## src/rtl/gpcmd_pkg.sv

```systemverilog
/*
 Constants for the bus command handler: command byte codes, address limits,
 reset values and the interface clear hold time.
 Assumes the bus is IEEE-488 with eight data lines and command bytes under ATN.
*/
package gpcmd_pkg;
	localparam logic [4:0] GPCMD_ADDR_RST   = 5'h07;
	localparam logic [4:0] GPCMD_ADDR_MAX   = 5'h1E;
	localparam logic [6:0] GPCMD_CMD_GTL    = 7'h01;
	localparam logic [6:0] GPCMD_CMD_SDC    = 7'h04;
	localparam logic [6:0] GPCMD_CMD_GET    = 7'h08;
	localparam logic [6:0] GPCMD_CMD_LLO    = 7'h11;
	localparam logic [6:0] GPCMD_CMD_DCL    = 7'h14;
	localparam logic [6:0] GPCMD_CMD_SPE    = 7'h18;
	localparam logic [6:0] GPCMD_CMD_SPD    = 7'h19;
	localparam logic [6:0] GPCMD_CMD_UNL    = 7'h3F;
	localparam logic [6:0] GPCMD_CMD_UNT    = 7'h5F;
	localparam logic [1:0] GPCMD_GRP_LSN    = 2'h1;
	localparam logic [1:0] GPCMD_GRP_TLK    = 2'h2;
	localparam int         GPCMD_CLK_MHZ    = 100;
	localparam int         GPCMD_IFC_US     = 100;
	localparam int         GPCMD_IFC_CYC    = GPCMD_IFC_US * GPCMD_CLK_MHZ;
endpackage

```

## src/rtl/gpcmd_handler.sv

```systemverilog
/*
 Device-side handler of the general bus commands: remote/local and lockout,
 talker and listener addressing, interface clear, device clears, trigger
 gating and serial poll of the status byte.
 Assumes an external handshake engine presents each received byte as a
 one-cycle strobe with the ATN level sampled at the same time; the bus pins
 REN and IFC arrive asynchronously and are synchronised here.
*/
// Functional notes
// RULE1: REN alone never enters remote; need listen
// RULE2: Talking allowed in remote or local
// RULE3: Remote blocks panel keys except local
// RULE4: IFC forces local, idle, lamps off
// RULE5: IFC touches only interface addressing state; code also clears remote and serial poll enable
// RULE6: Controller holds IFC at least 100 us
// RULE7: LLO disables local key
// RULE8: Addressed GTL returns local, clears lockout
// RULE9: DCL acts without addressing
// RULE10: Clear empties buffers, cancels, aborts
// RULE11: Clear keeps configuration and data
// RULE12: SDC clears only when addressed listener
// RULE13: GET triggers only if bus source
// RULE14: GET honoured only when listener
// RULE15: Serial poll returns status byte anytime
// RULE16: Primary address defaults to seven
// RULE17: Responses sent only when addressed talker
// RULE18: UNL drops listener, UNT drops talker
// RULE19: Accept addresses zero through thirty
// RULE20: Listen addressing drops talker active
// RULE21: Commands decoded only under ATN
module gpcmd_handler
	import gpcmd_pkg::*;
(
	input  wire logic       core_clk,        // Core clock, 100 MHz
	input  wire logic       rst,             // Synchronous reset, active high
	input  wire logic       ren_pin,         // Remote enable line, asserted high
	input  wire logic       ifc_pin,         // Interface clear line, asserted high
	input  wire logic       rx_stb,          // Received byte strobe
	input  wire logic [7:0] rx_byte,         // Received byte
	input  wire logic       rx_atn,          // ATN level for rx_byte
	input  wire logic       addr_wr,         // Load new primary address
	input  wire logic [4:0] addr_in,         // New primary address
	input  wire logic       bus_trig_sel,    // Trigger source is the bus
	input  wire logic [7:0] status_byte,     // Status byte for serial poll
	input  wire logic       resp_valid,      // Response byte pending
	input  wire logic [7:0] resp_byte,       // Response byte
	input  wire logic       tx_ready,        // Handshake engine takes tx byte
	input  wire logic [7:0] panel_keys_in,   // Raw front panel keys
	input  wire logic       local_key,       // Local key press pulse
	output logic [4:0]      my_addr,         // Active primary address
	output logic            remote_lamp,     // Remote state indicator
	output logic            talk_lamp,       // Talker active indicator
	output logic            listener_lamp,   // Listener active indicator
	output logic            lockout,         // Local lockout in force
	output logic [7:0]      panel_keys_out,  // Front panel keys passed on
	output logic            data_stb,        // Device data byte pulse
	output logic [7:0]      data_byte,       // Device data byte
	output logic            dev_clear,       // Device clear pulse
	output logic            trig_pulse,      // Internal trigger pulse
	output logic            tx_valid,        // Byte offered for sending
	output logic [7:0]      tx_byte,         // Byte to send
	output logic            resp_take,       // Response byte consumed
	output logic            spoll_mode       // Serial poll mode active
);
	typedef enum logic [2:0] {
		GPCMD_T_IDLE = 3'b001,
		GPCMD_T_ACT  = 3'b010,
		GPCMD_T_SPAS = 3'b100
	} gpcmd_tstate_e;

	logic          ren_s;
	logic          ifc_s;
	logic [4:0]    addr_q;
	logic          lsn_q;
	gpcmd_tstate_e tst_q;
	logic          rem_q;
	logic          llo_q;
	logic          spe_q;
	logic          cmd_v;
	logic [6:0]    cmd;
	logic          is_mla;
	logic          is_mta;
	logic          is_ota;
	logic          lsn_d;

	////////////////////////////////////////////////////////////////////////
	gpcmd_sync #(.W(2)) u_sync (
		.core_clk (core_clk),
		.rst      (rst),
		.d        ({ren_pin, ifc_pin}),
		.q        ({ren_s, ifc_s})
	);

	// RULE21: ATN gates decode
	assign cmd_v  = rx_stb && rx_atn;
	assign cmd    = rx_byte[6:0];
	assign is_mla = cmd_v && cmd[6:5] == GPCMD_GRP_LSN && cmd[4:0] == addr_q;
	assign is_mta = cmd_v && cmd[6:5] == GPCMD_GRP_TLK && cmd[4:0] == addr_q;
	assign is_ota = cmd_v && cmd[6:5] == GPCMD_GRP_TLK && cmd[4:0] != addr_q
		&& cmd != GPCMD_CMD_UNT;

	////////////////////////////////////////////////////////////////////////
	// Primary address
	always_ff @(posedge core_clk) begin
		if (rst) begin
			// RULE16: factory address
			addr_q <= GPCMD_ADDR_RST;
		// RULE19: range zero to thirty
		end else if (addr_wr && addr_in <= GPCMD_ADDR_MAX) begin
			addr_q <= addr_in;
		end
	end
	assign my_addr = addr_q;

	////////////////////////////////////////////////////////////////////////
	// Listener state
	always_comb begin
		lsn_d = lsn_q;
		if (is_mla) begin
			lsn_d = 1'b1;
		// RULE18: unlisten
		end else if (cmd_v && cmd == GPCMD_CMD_UNL) begin
			lsn_d = 1'b0;
		end else if (is_mta) begin
			lsn_d = 1'b0;
		end
	end

	always_ff @(posedge core_clk) begin
		// RULE4: IFC idles listener
		if (rst || ifc_s) begin
			lsn_q <= 1'b0;
		end else begin
			lsn_q <= lsn_d;
		end
	end

	////////////////////////////////////////////////////////////////////////
	// Talker state; addressable in remote or local
	always_ff @(posedge core_clk) begin
		// RULE4: IFC idles talker
		if (rst || ifc_s) begin
			tst_q <= GPCMD_T_IDLE;
		end else begin
			case (tst_q)
				GPCMD_T_IDLE: begin
					// RULE2: talk regardless of remote
					if (is_mta) begin
						tst_q <= spe_q ? GPCMD_T_SPAS : GPCMD_T_ACT;
					end
				end
				GPCMD_T_ACT, GPCMD_T_SPAS: begin
					// RULE18: untalk drops talker
					if (cmd_v && (cmd == GPCMD_CMD_UNT || is_ota)) begin
						tst_q <= GPCMD_T_IDLE;
					// RULE20: listen address drops talker
					end else if (is_mla) begin
						tst_q <= GPCMD_T_IDLE;
					end else if (cmd_v && cmd == GPCMD_CMD_SPE) begin
						tst_q <= GPCMD_T_SPAS;
					end else if (cmd_v && cmd == GPCMD_CMD_SPD) begin
						tst_q <= GPCMD_T_ACT;
					end
				end
				default: tst_q <= GPCMD_T_IDLE;
			endcase
		end
	end

	// Serial poll enable latch, universal command
	always_ff @(posedge core_clk) begin
		if (rst || ifc_s) begin
			spe_q <= 1'b0;
		end else if (cmd_v && cmd == GPCMD_CMD_SPE) begin
			spe_q <= 1'b1;
		end else if (cmd_v && cmd == GPCMD_CMD_SPD) begin
			spe_q <= 1'b0;
		end
	end

	////////////////////////////////////////////////////////////////////////
	// Remote and lockout
	always_ff @(posedge core_clk) begin
		// RULE4: IFC forces local
		if (rst || ifc_s || !ren_s) begin
			rem_q <= 1'b0;
		// RULE8: addressed go to local
		end else if (lsn_q && cmd_v && cmd == GPCMD_CMD_GTL) begin
			rem_q <= 1'b0;
		// RULE1: remote needs listen address
		end else if (is_mla) begin
			rem_q <= 1'b1;
		// RULE3: local key unless locked
		end else if (local_key && !llo_q) begin
			rem_q <= 1'b0;
		end
	end

	always_ff @(posedge core_clk) begin
		if (rst || !ren_s) begin
			llo_q <= 1'b0;
		// RULE8: GTL releases lockout
		end else if (lsn_q && cmd_v && cmd == GPCMD_CMD_GTL) begin
			llo_q <= 1'b0;
		// RULE7: lockout latch
		end else if (cmd_v && cmd == GPCMD_CMD_LLO) begin
			llo_q <= 1'b1;
		end
	end

	// RULE3: remote masks panel keys
	// RULE7: lockout masks panel keys
	assign panel_keys_out = (rem_q || llo_q) ? 8'h00 : panel_keys_in;

	////////////////////////////////////////////////////////////////////////
	// Event pulses; IFC does not touch settings or data
	// RULE5: no clear pulse from IFC
	always_ff @(posedge core_clk) begin
		if (rst) begin
			dev_clear  <= 1'b0;
			trig_pulse <= 1'b0;
			data_stb   <= 1'b0;
			data_byte  <= 8'h00;
		end else begin
			// RULE9: DCL unaddressed
			// RULE12: SDC when listener
			// RULE10: clear pulse to queues
			// RULE11: clear leaves settings alone
			dev_clear  <= cmd_v && (cmd == GPCMD_CMD_DCL
				|| (cmd == GPCMD_CMD_SDC && lsn_q));
			// RULE13: bus trigger source only
			// RULE14: listener only
			trig_pulse <= cmd_v && cmd == GPCMD_CMD_GET && lsn_q && bus_trig_sel;
			// RULE21: data bytes when listening
			data_stb   <= rx_stb && !rx_atn && lsn_q;
			if (rx_stb && !rx_atn && lsn_q) begin
				data_byte <= rx_byte;
			end
		end
	end

	////////////////////////////////////////////////////////////////////////
	// Talk path
	// RULE15: poll answers status byte
	// RULE17: response only when talker
	assign tx_valid  = (tst_q == GPCMD_T_SPAS) || (tst_q == GPCMD_T_ACT && resp_valid);
	assign tx_byte   = (tst_q == GPCMD_T_SPAS) ? status_byte : resp_byte;
	assign resp_take = tst_q == GPCMD_T_ACT && resp_valid && tx_ready;

	// RULE4: lamps follow idle states
	assign remote_lamp   = rem_q;
	assign talk_lamp     = tst_q != GPCMD_T_IDLE;
	assign listener_lamp = lsn_q;
	assign lockout       = llo_q;
	assign spoll_mode    = tst_q == GPCMD_T_SPAS;

	////////////////////////////////////////////////////////////////////////
	a_ifc_idle: assert property (@(posedge core_clk) disable iff (rst)
		ifc_s |=> !lsn_q && tst_q == GPCMD_T_IDLE && !rem_q) // RULE4
		else $error("IFC did not idle interface");
	a_rem_needs_ren: assert property (@(posedge core_clk) disable iff (rst)
		$rose(rem_q) |-> $past(ren_s) && $past(is_mla)) // RULE1
		else $error("remote entered without listen address");
	a_llo_key: assert property (@(posedge core_clk) disable iff (rst)
		llo_q && rem_q && ren_s && !ifc_s && !lsn_q && local_key |=> rem_q) // RULE7
		else $error("local key worked under lockout");
	a_gtl_local: assert property (@(posedge core_clk) disable iff (rst)
		lsn_q && cmd_v && cmd == GPCMD_CMD_GTL |=> !rem_q && !llo_q) // RULE8
		else $error("GTL did not return local");
	a_dcl_clear: assert property (@(posedge core_clk) disable iff (rst)
		cmd_v && cmd == GPCMD_CMD_DCL |=> dev_clear) // RULE9
		else $error("DCL missed");
	a_sdc_addr: assert property (@(posedge core_clk) disable iff (rst)
		dev_clear |-> $past(cmd_v) && ($past(cmd) == GPCMD_CMD_DCL
			|| $past(lsn_q))) // RULE12
		else $error("SDC cleared unaddressed device");
	a_get_gate: assert property (@(posedge core_clk) disable iff (rst)
		trig_pulse |-> $past(lsn_q) && $past(bus_trig_sel)) // RULE13
		else $error("GET triggered without gating");
	a_get_lsn: assert property (@(posedge core_clk) disable iff (rst)
		cmd_v && cmd == GPCMD_CMD_GET && lsn_q && bus_trig_sel |=> trig_pulse) // RULE14
		else $error("GET not turned into trigger");
	a_poll_byte: assert property (@(posedge core_clk) disable iff (rst)
		spoll_mode |-> tx_valid && tx_byte == status_byte) // RULE15
		else $error("poll did not return status byte");
	a_tx_talker: assert property (@(posedge core_clk) disable iff (rst)
		tx_valid |-> talk_lamp) // RULE17
		else $error("sent while not talker");
	a_unl_drop: assert property (@(posedge core_clk) disable iff (rst)
		cmd_v && cmd == GPCMD_CMD_UNL && !ifc_s |=> !lsn_q) // RULE18
		else $error("UNL ignored");
	a_mla_untalk: assert property (@(posedge core_clk) disable iff (rst)
		is_mla && !ifc_s |=> tst_q == GPCMD_T_IDLE && lsn_q) // RULE20
		else $error("listen address kept talker");
	a_panel_mask: assert property (@(posedge core_clk) disable iff (rst)
		rem_q |-> panel_keys_out == 8'h00) // RULE3
		else $error("panel active in remote");
	a_data_noatn: assert property (@(posedge core_clk) disable iff (rst)
		data_stb |-> !$past(rx_atn)) // RULE21
		else $error("command taken as data");

	c_remote: cover property (@(posedge core_clk) disable iff (rst) $rose(rem_q));
	c_poll: cover property (@(posedge core_clk) disable iff (rst) spoll_mode && tx_ready);
	c_trig: cover property (@(posedge core_clk) disable iff (rst) trig_pulse);
	c_clear: cover property (@(posedge core_clk) disable iff (rst) dev_clear);
endmodule

```

## src/rtl/gpcmd_sync.sv

```systemverilog
/*
 Two flip-flop synchroniser for a group of bus pins.
 Assumes the pins are asynchronous to core_clk.
*/
module gpcmd_sync #(
	parameter int W = 1
) (
	input  wire logic         core_clk, // Core clock
	input  wire logic         rst,      // Synchronous reset
	input  wire logic [W-1:0] d,        // Asynchronous inputs
	output logic      [W-1:0] q         // Synchronised outputs
);
	logic [W-1:0] meta_q;
	always_ff @(posedge core_clk) begin
		if (rst) begin
			meta_q <= '0;
			q      <= '0;
		end else begin
			meta_q <= d;
			q      <= meta_q;
		end
	end
endmodule

```

## config.mk

```make
export PLATFORM = sky130hd
export DESIGN_NAME = gpcmd_handler
export DESIGN_NICKNAME = d
export VERILOG_FILES = /design/src/rtl/gpcmd_pkg.sv /design/src/rtl/gpcmd_handler.sv /design/src/rtl/gpcmd_sync.sv
export SDC_FILE = /design/constraint.sdc
export NUM_CORES = 1
export LEC_CHECK = 0
export ABC_CLOCK_PERIOD_IN_PS = 1250
export BUFFER_PORTS_ARGS = -buffer_cell sky130_fd_sc_hd__clkbuf_2
export CORE_UTILIZATION = 40
export CTS_BUF_LIST = sky130_fd_sc_hd__clkbuf_8
export CTS_CLUSTER_SIZE = 16
export DETAILED_ROUTE_END_ITERATION = 10
export PLACE_DENSITY = 0.79
export SLEW_MARGIN = 20
export SYNTH_ARGS = -nofsm -noshare
export SYNTH_HDL_FRONTEND = slang
export SYNTH_SLANG_ARGS = --single-unit
```

## constraint.sdc

```tcl
create_clock -name core_clk -period 1.25 [get_ports core_clk]
set_input_delay 0.125 -clock core_clk [delete_from_list [all_inputs] [get_ports core_clk]]
set_output_delay 0.125 -clock core_clk [all_outputs]
set_load 0.1 [all_outputs]
```

==> reports/qor.txt, run 1 <==
Worst-path clk slew: 0.10 ns
# Max-Cap Violations: 0
unrepaired setup endpoints after global routing: yes
Post-Syn Nets: 204
Die Span Y: 61.2 um
period utilization: 1.30
global-route wire length before repair: 7270 um
share of the synthesized area in the top cell type: 0.385
Die Area: 3750 sq um
register area share after synthesis: 0.385
Worst setup SP type: flip-flop
Rel. slew slack: 0.717
PwrDens: 782 nW/um^2
core area: 3340 sq um
pin count of the biggest net entering global routing: 22
CP Cell Sequence: inv_2 > nand2_4 > nor2_4 > buf_12 > mux2_4 > buf_12
post-synthesis cell type count: 42
required time worst endpoint: 1.12 ns
synth warn: 0
Setup crit end kind: output pin
leading area contributor after synthesis: dfxtp_1
Skew-Pair Late Insertion Delay: 0.28 ns
f_max: 617 MHz
VDD IR max: 0.930 mV
DR iter-0 viols: 69
Slew @ Worst Pin: 0.424 ns
status: complete, but fails checks
crit-path max FO: 9
fin cells: 327
ANT nets after route: 0
asr flop ratio synth: 0
Post-CTS Hold Buffers: 0
Wirelength per Cell: 16.5 um
Arrival @ worst endpoint: 1.50 ns
Layout area overhead: 111%
post-DP HPWL: 3650 um
CTS sink cnt: 27
worst min path class: in2reg
flops & latches, synth: 27
Synth Flop Type: dfxtp_1
input/output buffers: 86
skew final: 0.0116 ns
synthesized instance count: 156
crit path kind: reg2out
GR Overflow Total: 0
synth top area cells: dfxtp_1, mux2_2, nor2_1
Pleak: 1.39 nW
Clock Path Buffers: 2
post-layout minimum cycle time: 1.62 ns
synthesized cell area: 1400 sq um
failing checks: setup timing
vias in the first global route: 1638
# H-tree levels: 1
Row Count: 21
diodes inserted: 0
IO Count: 87
TNS Setup: -4.68 ns
Post-Syn Area per Cell: 9.00 sq um
final worst setup slack: -0.372 ns
vias per std cell: 5.35
CP peak stage delay: 0.34 ns
fin nets: 330
Top cell by count, worst path: buf_12
DR vias: 1750
Post-Route WL: 5380 um
CTS tree: built
drc violations: 0
Starting Density: 0.421
Die Span X: 61.2 um
drt pass-1 iters: 4
CTS Buf Count: 3
Final Hold Vio Count: 0
All-Layer GR Usage: 0.263
layout cells sized above 1: 0.680
Critical-path top delay cell: dfxtp_2
number of synthesized flops with an enable pin: 0
placed insts: 320
max-slew violation count: 0
Root Buffer: clkbuf_8
gp weighted congestion: 0.915
initial antenna violation count: 0
Final setup viols: 25
## placed cells by master (no fill, tap or decap), drive strengths merged, types with 3 or more instances in the layout
cell type / instances
a211o: 3
a21oi: 4
a31oi: 3
and2: 10
buf: 78
clkbuf: 50
dfxtp: 27
inv: 8
mux2: 8
mux2i: 8
nand2: 5
nand3: 5
nand4: 4
nor2: 23
nor2b: 4
nor3: 5
nor3b: 3
o21ai: 5
xnor2: 6
## power breakdown
group	switching [W]	total [W]	internal, W
clock	0.000279	0.000506	0.000227
combinational	0.000529	0.000916	0.000386
sequential	0.0000183	0.000891	0.000873
total	0.000827	0.00231	0.00149
## critical path, delay by kind of cell, from the launching register on
kind	cells	cell delay (ns)
buffers and inverters	3	0.39
muxes	1	0.32
DFF	1	0.34
and+or+nand+nor	2	0.17
## per-stage QoR
step	utilization	instance area [sq um]	setup slack (ns)	power, W	hold slack (ns)
4_1_cts	0.870	2900	-0.376	0.00228	0.0358
5_1_grt	0.886	2960	-0.423	0.00239	0.0638
3_5_place_dp	0.831	2770	-0.167	0.00177	0.336
2_1_floorplan	-	1570	-0.491	0.00139	0.230
6_report	0.886	2960	-0.372	0.00231	0.0508
3_3_place_gp	0.831	2770	-0.0792	0.00176	0.331
## per-layer routing
metal / GRT usage / wire length (um) / up-vias
met5: 0 / 0 / -
met4: 0.114 / 192 / 0
met3: 0.0483 / 319 / 21
met2: 0.512 / 2930 / 86
met1: 0.269 / 1940 / 833
li1: - / - / 810
## Yosys cell counts (2+ instances only)
cell	count
mux2_2	8
mux2i_1	8
buf_2	2
o21ai_0	2
inv_1	8
nor3_1	5
a31oi_1	3
clkbuf_1	2
nor2_1	22
nor3b_1	2
xnor2_1	5
nand4_1	4
nand4b_1	2
o21ai_1	3
dfxtp_1	27
nand2_1	5
o21a_1	2
nor2b_1	4
a41oi_1	2
and2_1	9
nand3_1	5
a21oi_1	4
a211o_1	3
## state kept, by name, indices dropped and copies added, names as in the netlist
| signal | count |
|---|---|
| tst_q | 3 |
| remote_lamp | 1 |
| dev_clear | 1 |
| listener_lamp | 1 |
| lockout | 1 |
| spe_q | 1 |
| data_stb | 1 |
| my_addr | 5 |
| trig_pulse | 1 |
| u_sync.q | 2 |
| data_byte | 8 |
| u_sync.meta_q | 2 |
## worst paths after layout
check | startpoint | cells past startpoint | end | slack (ns)
max reg2reg | my_addr[2] | 6 | remote_lamp | -0.19
min reg2reg | u_sync.q[0] | 1 | remote_lamp | 0.43
max | tst_q[1] | 6 | tx_byte[5] | -0.37
min | addr_wr | 2 | my_addr[3] | 0.05
## cells by family (layout without fill, tap and decap cells)
kind of cell / Yosys count / count (layout) / share of synthesized area
simple gates: 68 / 68 / 0.267
flops: 27 / 27 / 0.385
compound gates: 26 / 26 / 0.143
mux: 16 / 16 / 0.121
buf+inv: 12 / 137 / 0.0339
xor+xnor: 7 / 7 / 0.0490
## repair_timing
item	4_1_cts	5_1_grt
pin swaps	13	4
resized for setup	14	9
setup buffers	3	0
setup endpoints to repair	25	26
## layout make-up
cell class	instances	area, sq um
fillers	151	382
clock buffers	3	41.3
well taps	46	57.6
multi-input cells	117	1040
clock inverters	1	7.51
inverters	8	32.5
repair buffers	125	1190
flip-flops and latches	27	579
No activity file was read; power rests on OpenSTA's default activity.
==> run 2: changes to the inputs <==
--- a/config.mk
+++ b/config.mk
@@ -8,11 +8,13 @@
 export ABC_CLOCK_PERIOD_IN_PS = 1250
 export BUFFER_PORTS_ARGS = -buffer_cell sky130_fd_sc_hd__clkbuf_2
-export CORE_UTILIZATION = 40
+export CORE_UTILIZATION = 39
 export CTS_BUF_LIST = sky130_fd_sc_hd__clkbuf_8
 export CTS_CLUSTER_SIZE = 16
 export DETAILED_ROUTE_END_ITERATION = 10
-export PLACE_DENSITY = 0.79
+export GPL_TIMING_DRIVEN = 0
+export PLACE_DENSITY = 0.78
 export SLEW_MARGIN = 20
 export SYNTH_ARGS = -nofsm -noshare
 export SYNTH_HDL_FRONTEND = slang
+export SYNTH_HIERARCHICAL = 1
 export SYNTH_SLANG_ARGS = --single-unit
==> constraint.sdc (replaced) <==
create_clock -name core_clk -period 1.25 [get_ports core_clk]
set_input_delay 0.125 -clock core_clk [delete_from_list [all_inputs] [get_ports core_clk]]
set_output_delay 0.125 -clock core_clk [all_outputs]
set_load 0.005 [all_outputs]
==> run 2 against run 1 <==
The flow still finishes with violations (setup timing). Die area shrank 0.78%. Critical endpoint is now tx_byte[4]. Via count shrank 18%. Routed wire length shrank 31%. Design area shrank 27%. Non-clock buffer count shrank 28. Combinational power shrank 64%. Largest power group is now registers. Register-to-register slack lost 0.04 ns. Count of clock-buffer cells in the layout is the same. Clock skew shrank 0.0083 ns.
==> reports/qor.txt, run 2 <==
synthesized cell area: 1360 sq um (-3.3%)
DR iter-0 viols: 12 (-83%)
worst min path class: in2reg
input/output buffers: 85 (-1.2%)
Synth Flop Type: dfxtp_1
crit path kind: reg2out
Final Hold Vio Count: 0 (unchanged)
failing checks: setup timing
Root Buffer: clkbuf_8
DR vias: 1439 (-18%)
XOR/XNOR Fraction of Synth Area: 0.0323 (-0.0168)
Post-Syn Area per Cell: 9.11 sq um (+1.2%)
max-slew violation count: 0 (unchanged)
Layout area overhead: 58.3%
number of synthesized flops with an enable pin: 0 (unchanged)
flops & latches, synth: 27 (unchanged)
Placed Instance Area: 1910 sq um (-31%)
Wirelength per Cell: 12.7 um (-23%)
pin count of the biggest net entering global routing: 16 (-27%)
share of the synthesized area in the top cell type: 0.398 (+0.0131)
Row Count: 21 (unchanged)
synth warn: 6 (+6)
most frequent cells in the layout: clkbuf_2, nor2_1, dfxtp_1
mux cell area share after synthesis: 0.144 (+0.0226)
IO Count: 87 (unchanged)
complex-gate fraction of the synthesized area: 0.115 (-0.0283)
Skew-Pair Late Insertion Delay: 0.26 ns (-0.02 ns)
Synth top cells by count: dfxtp_1, nor2_1, and2_1, mux2i_1, mux2_2
Post-Syn Nets: 197 (-3.4%)
Setup crit end kind: output pin
Worst setup SP type: flip-flop
All-Layer GR Usage: 0.194 (-0.0690)
# Max-Cap Violations: 0 (unchanged)
unrepaired setup endpoints after global routing: yes
global-route wire length before repair: 5390 um (-26%)
CTS Buf Count: 3 (unchanged)
Pleak: 1.05 nW (-24%)
Arrival @ worst endpoint: 1.41 ns (-0.09 ns)
Slew @ Worst Pin: 0.618 ns (+0.194 ns)
Synth Area in Adders: 0 (unchanged)
GR Overflow Total: 0 (unchanged)
Largest Register: data_byte
Starting Density: 0.407 (-0.0139)
drc violations: 0 (unchanged)
asr flop ratio synth: 0 (unchanged)
drt pass-1 iters: 4 (unchanged)
Clock Path Buffers: 2 (unchanged)
status: complete, but fails checks
post-synthesis simple-gate area fraction: 0.271 (+0.00359)
crit-path max FO: 5 (-4)
ANT nets after route: 0 (unchanged)
leading area contributor after synthesis: dfxtp_1
initial antenna violation count: 0 (unchanged)
Final setup viols: 14 (-44%)
register area share after synthesis: 0.398 (+0.0131)
Die Span Y: 61 um (-0.39%)
Post-Route WL: 3710 um (-31%)
Die Area: 3720 sq um (-0.78%)
core area: 3340 sq um (unchanged)
PwrDens: 790 nW/um^2 (+0.97%)
Fillers: 287 (+90%)
final worst setup slack: -0.289 ns (+0.0821 ns)
gp weighted congestion: 0.800 (-13%)
vias per std cell: 4.93 (-7.9%)
Die Span X: 61 um (-0.39%)
Post-CTS Hold Buffers: 0 (unchanged)
cell with the most instances after synthesis: dfxtp_1
required time worst endpoint: 1.12 ns (about the same)
post-layout minimum cycle time: 1.54 ns (-0.0821 ns)
largest family of logic cells by synthesized area: simple AND/OR/NAND/NOR gates
f_max: 650 MHz (+5.3%)
vias in the first global route: 1295 (-21%)
Rel. slew slack: 0.585 (-0.132)
post-DP HPWL: 2710 um (-26%)
period utilization: 1.23 (-0.0657)
synth top area cells: dfxtp_1, mux2i_1, mux2_2
skew final: 0.00329 ns (-0.00828 ns)
commonest non-fill, non-tap cell in the layout: clkbuf_2
# H-tree levels: 1 (unchanged)
max reg flops: 8 (unchanged)
design area: 2150 sq um (-27%)
worst hold slack: 0.0617 ns (+0.0109 ns)
CTS tree: built
synthesized instance count: 149 (-4.5%)
layout cells sized above 1: 0.593 (-0.0862)
fin nets: 295 (-11%)
CTS sink cnt: 27 (unchanged)
diodes inserted: 0 (unchanged)
Placement Setup Slack: -0.287 ns (-0.119 ns)
post-synthesis cell type count: 42 (unchanged)
VDD IR max: 0.753 mV (-19%)
Worst-path clk slew: 0.09 ns (about the same)
-- run 2: cell count changes in the layout (fill, tap and decap cells not counted), moves of 6 or more --
cell,previous run,this run
and2_1,1,8
buf_4,46,9
dfxtp_4,7,1
and2_4,9,1
buf_12,29,0
clkbuf_2,47,84
dfxtp_1,10,18
-- run 2: path summary, 6_finish.rpt --
| path | to | depth (start not counted) | from | slack [ns] |
|---|---|---|---|---|
| setup / recovery | tx_byte[4] | 4 | tst_q[1] | -0.29 |
| hold / removal | u_sync/meta_q[1] | 2 | ren_pin | 0.06 |
| setup reg to reg | tst_q[2] | 5 | my_addr[4] | -0.23 |
| hold reg to reg | u_sync/q[1] | 1 | u_sync/meta_q[1] | 0.45 |
-- run 2: stage by stage --
stage               total power [W]  utilization  setup TNS [ns]  std cells
floorplan                   0.00104            -          -0.629        149
global placement            0.00118        0.571           -3.23        280
detailed placement          0.00119        0.571           -3.32        280
CTS                         0.00169        0.631           -2.84        292
global route                0.00179        0.644           -4.00        292
finish                      0.00170        0.644           -2.96        292
-- run 2: worst max-delay path: stages (launching register included) --
cell and delay [ns]:
dfxtp_2 0.34, nand2b_4 0.17, nor2_4 0.20, mux2_4 0.33
clkbuf_2 0.11
-- run 2: report_power, final --
part           total [W]  switching, W  internal [W]  leakage [nW]
clock network   0.000482      0.000260      0.000223        0.0255
logic           0.000326      0.000148      0.000178         0.804
registers       0.000890     0.0000127      0.000877         0.221
-- run 2: repair_timing --
action | CTS | global route
buffers inserted | 9 | 0
resized for setup | 22 | 10
endpoints found under the setup margin | 31 | 25
pin swaps | 3 | 6
gates cloned | 1 | 0
-- run 2: layout make-up --
type	count	area, sq um	share of cell area
Buffer	3	20.0	0.00931
Clock buffer	3	41.3	0.0192
Clock inverter	1	5.00	0.00233
Inverter	7	26.3	0.0122
Multi-Input combinational cell	111	952	0.443
Sequential cell	27	554	0.258
Tap cell	46	57.6	0.0268
Timing Repair Buffer	94	493	0.229
-- run 2: routing by layer --
metal,vias to the layer above,track usage,wire length [um]
met5,-,0,0
met2,54,0.370,1910
met1,663,0.224,1590
li1,722,-,-
met3,0,0.0362,202
met4,0,0.0357,0
-- run 2: kinds of logic (layout without fill, tap and decap cells) --
kind of cell	count (synthesis)	count (layout)
compound gates	22	22
xor+xnor	5	5
buf+inv	12	108
flops	27	27
mux	18	18
simple gates	65	66
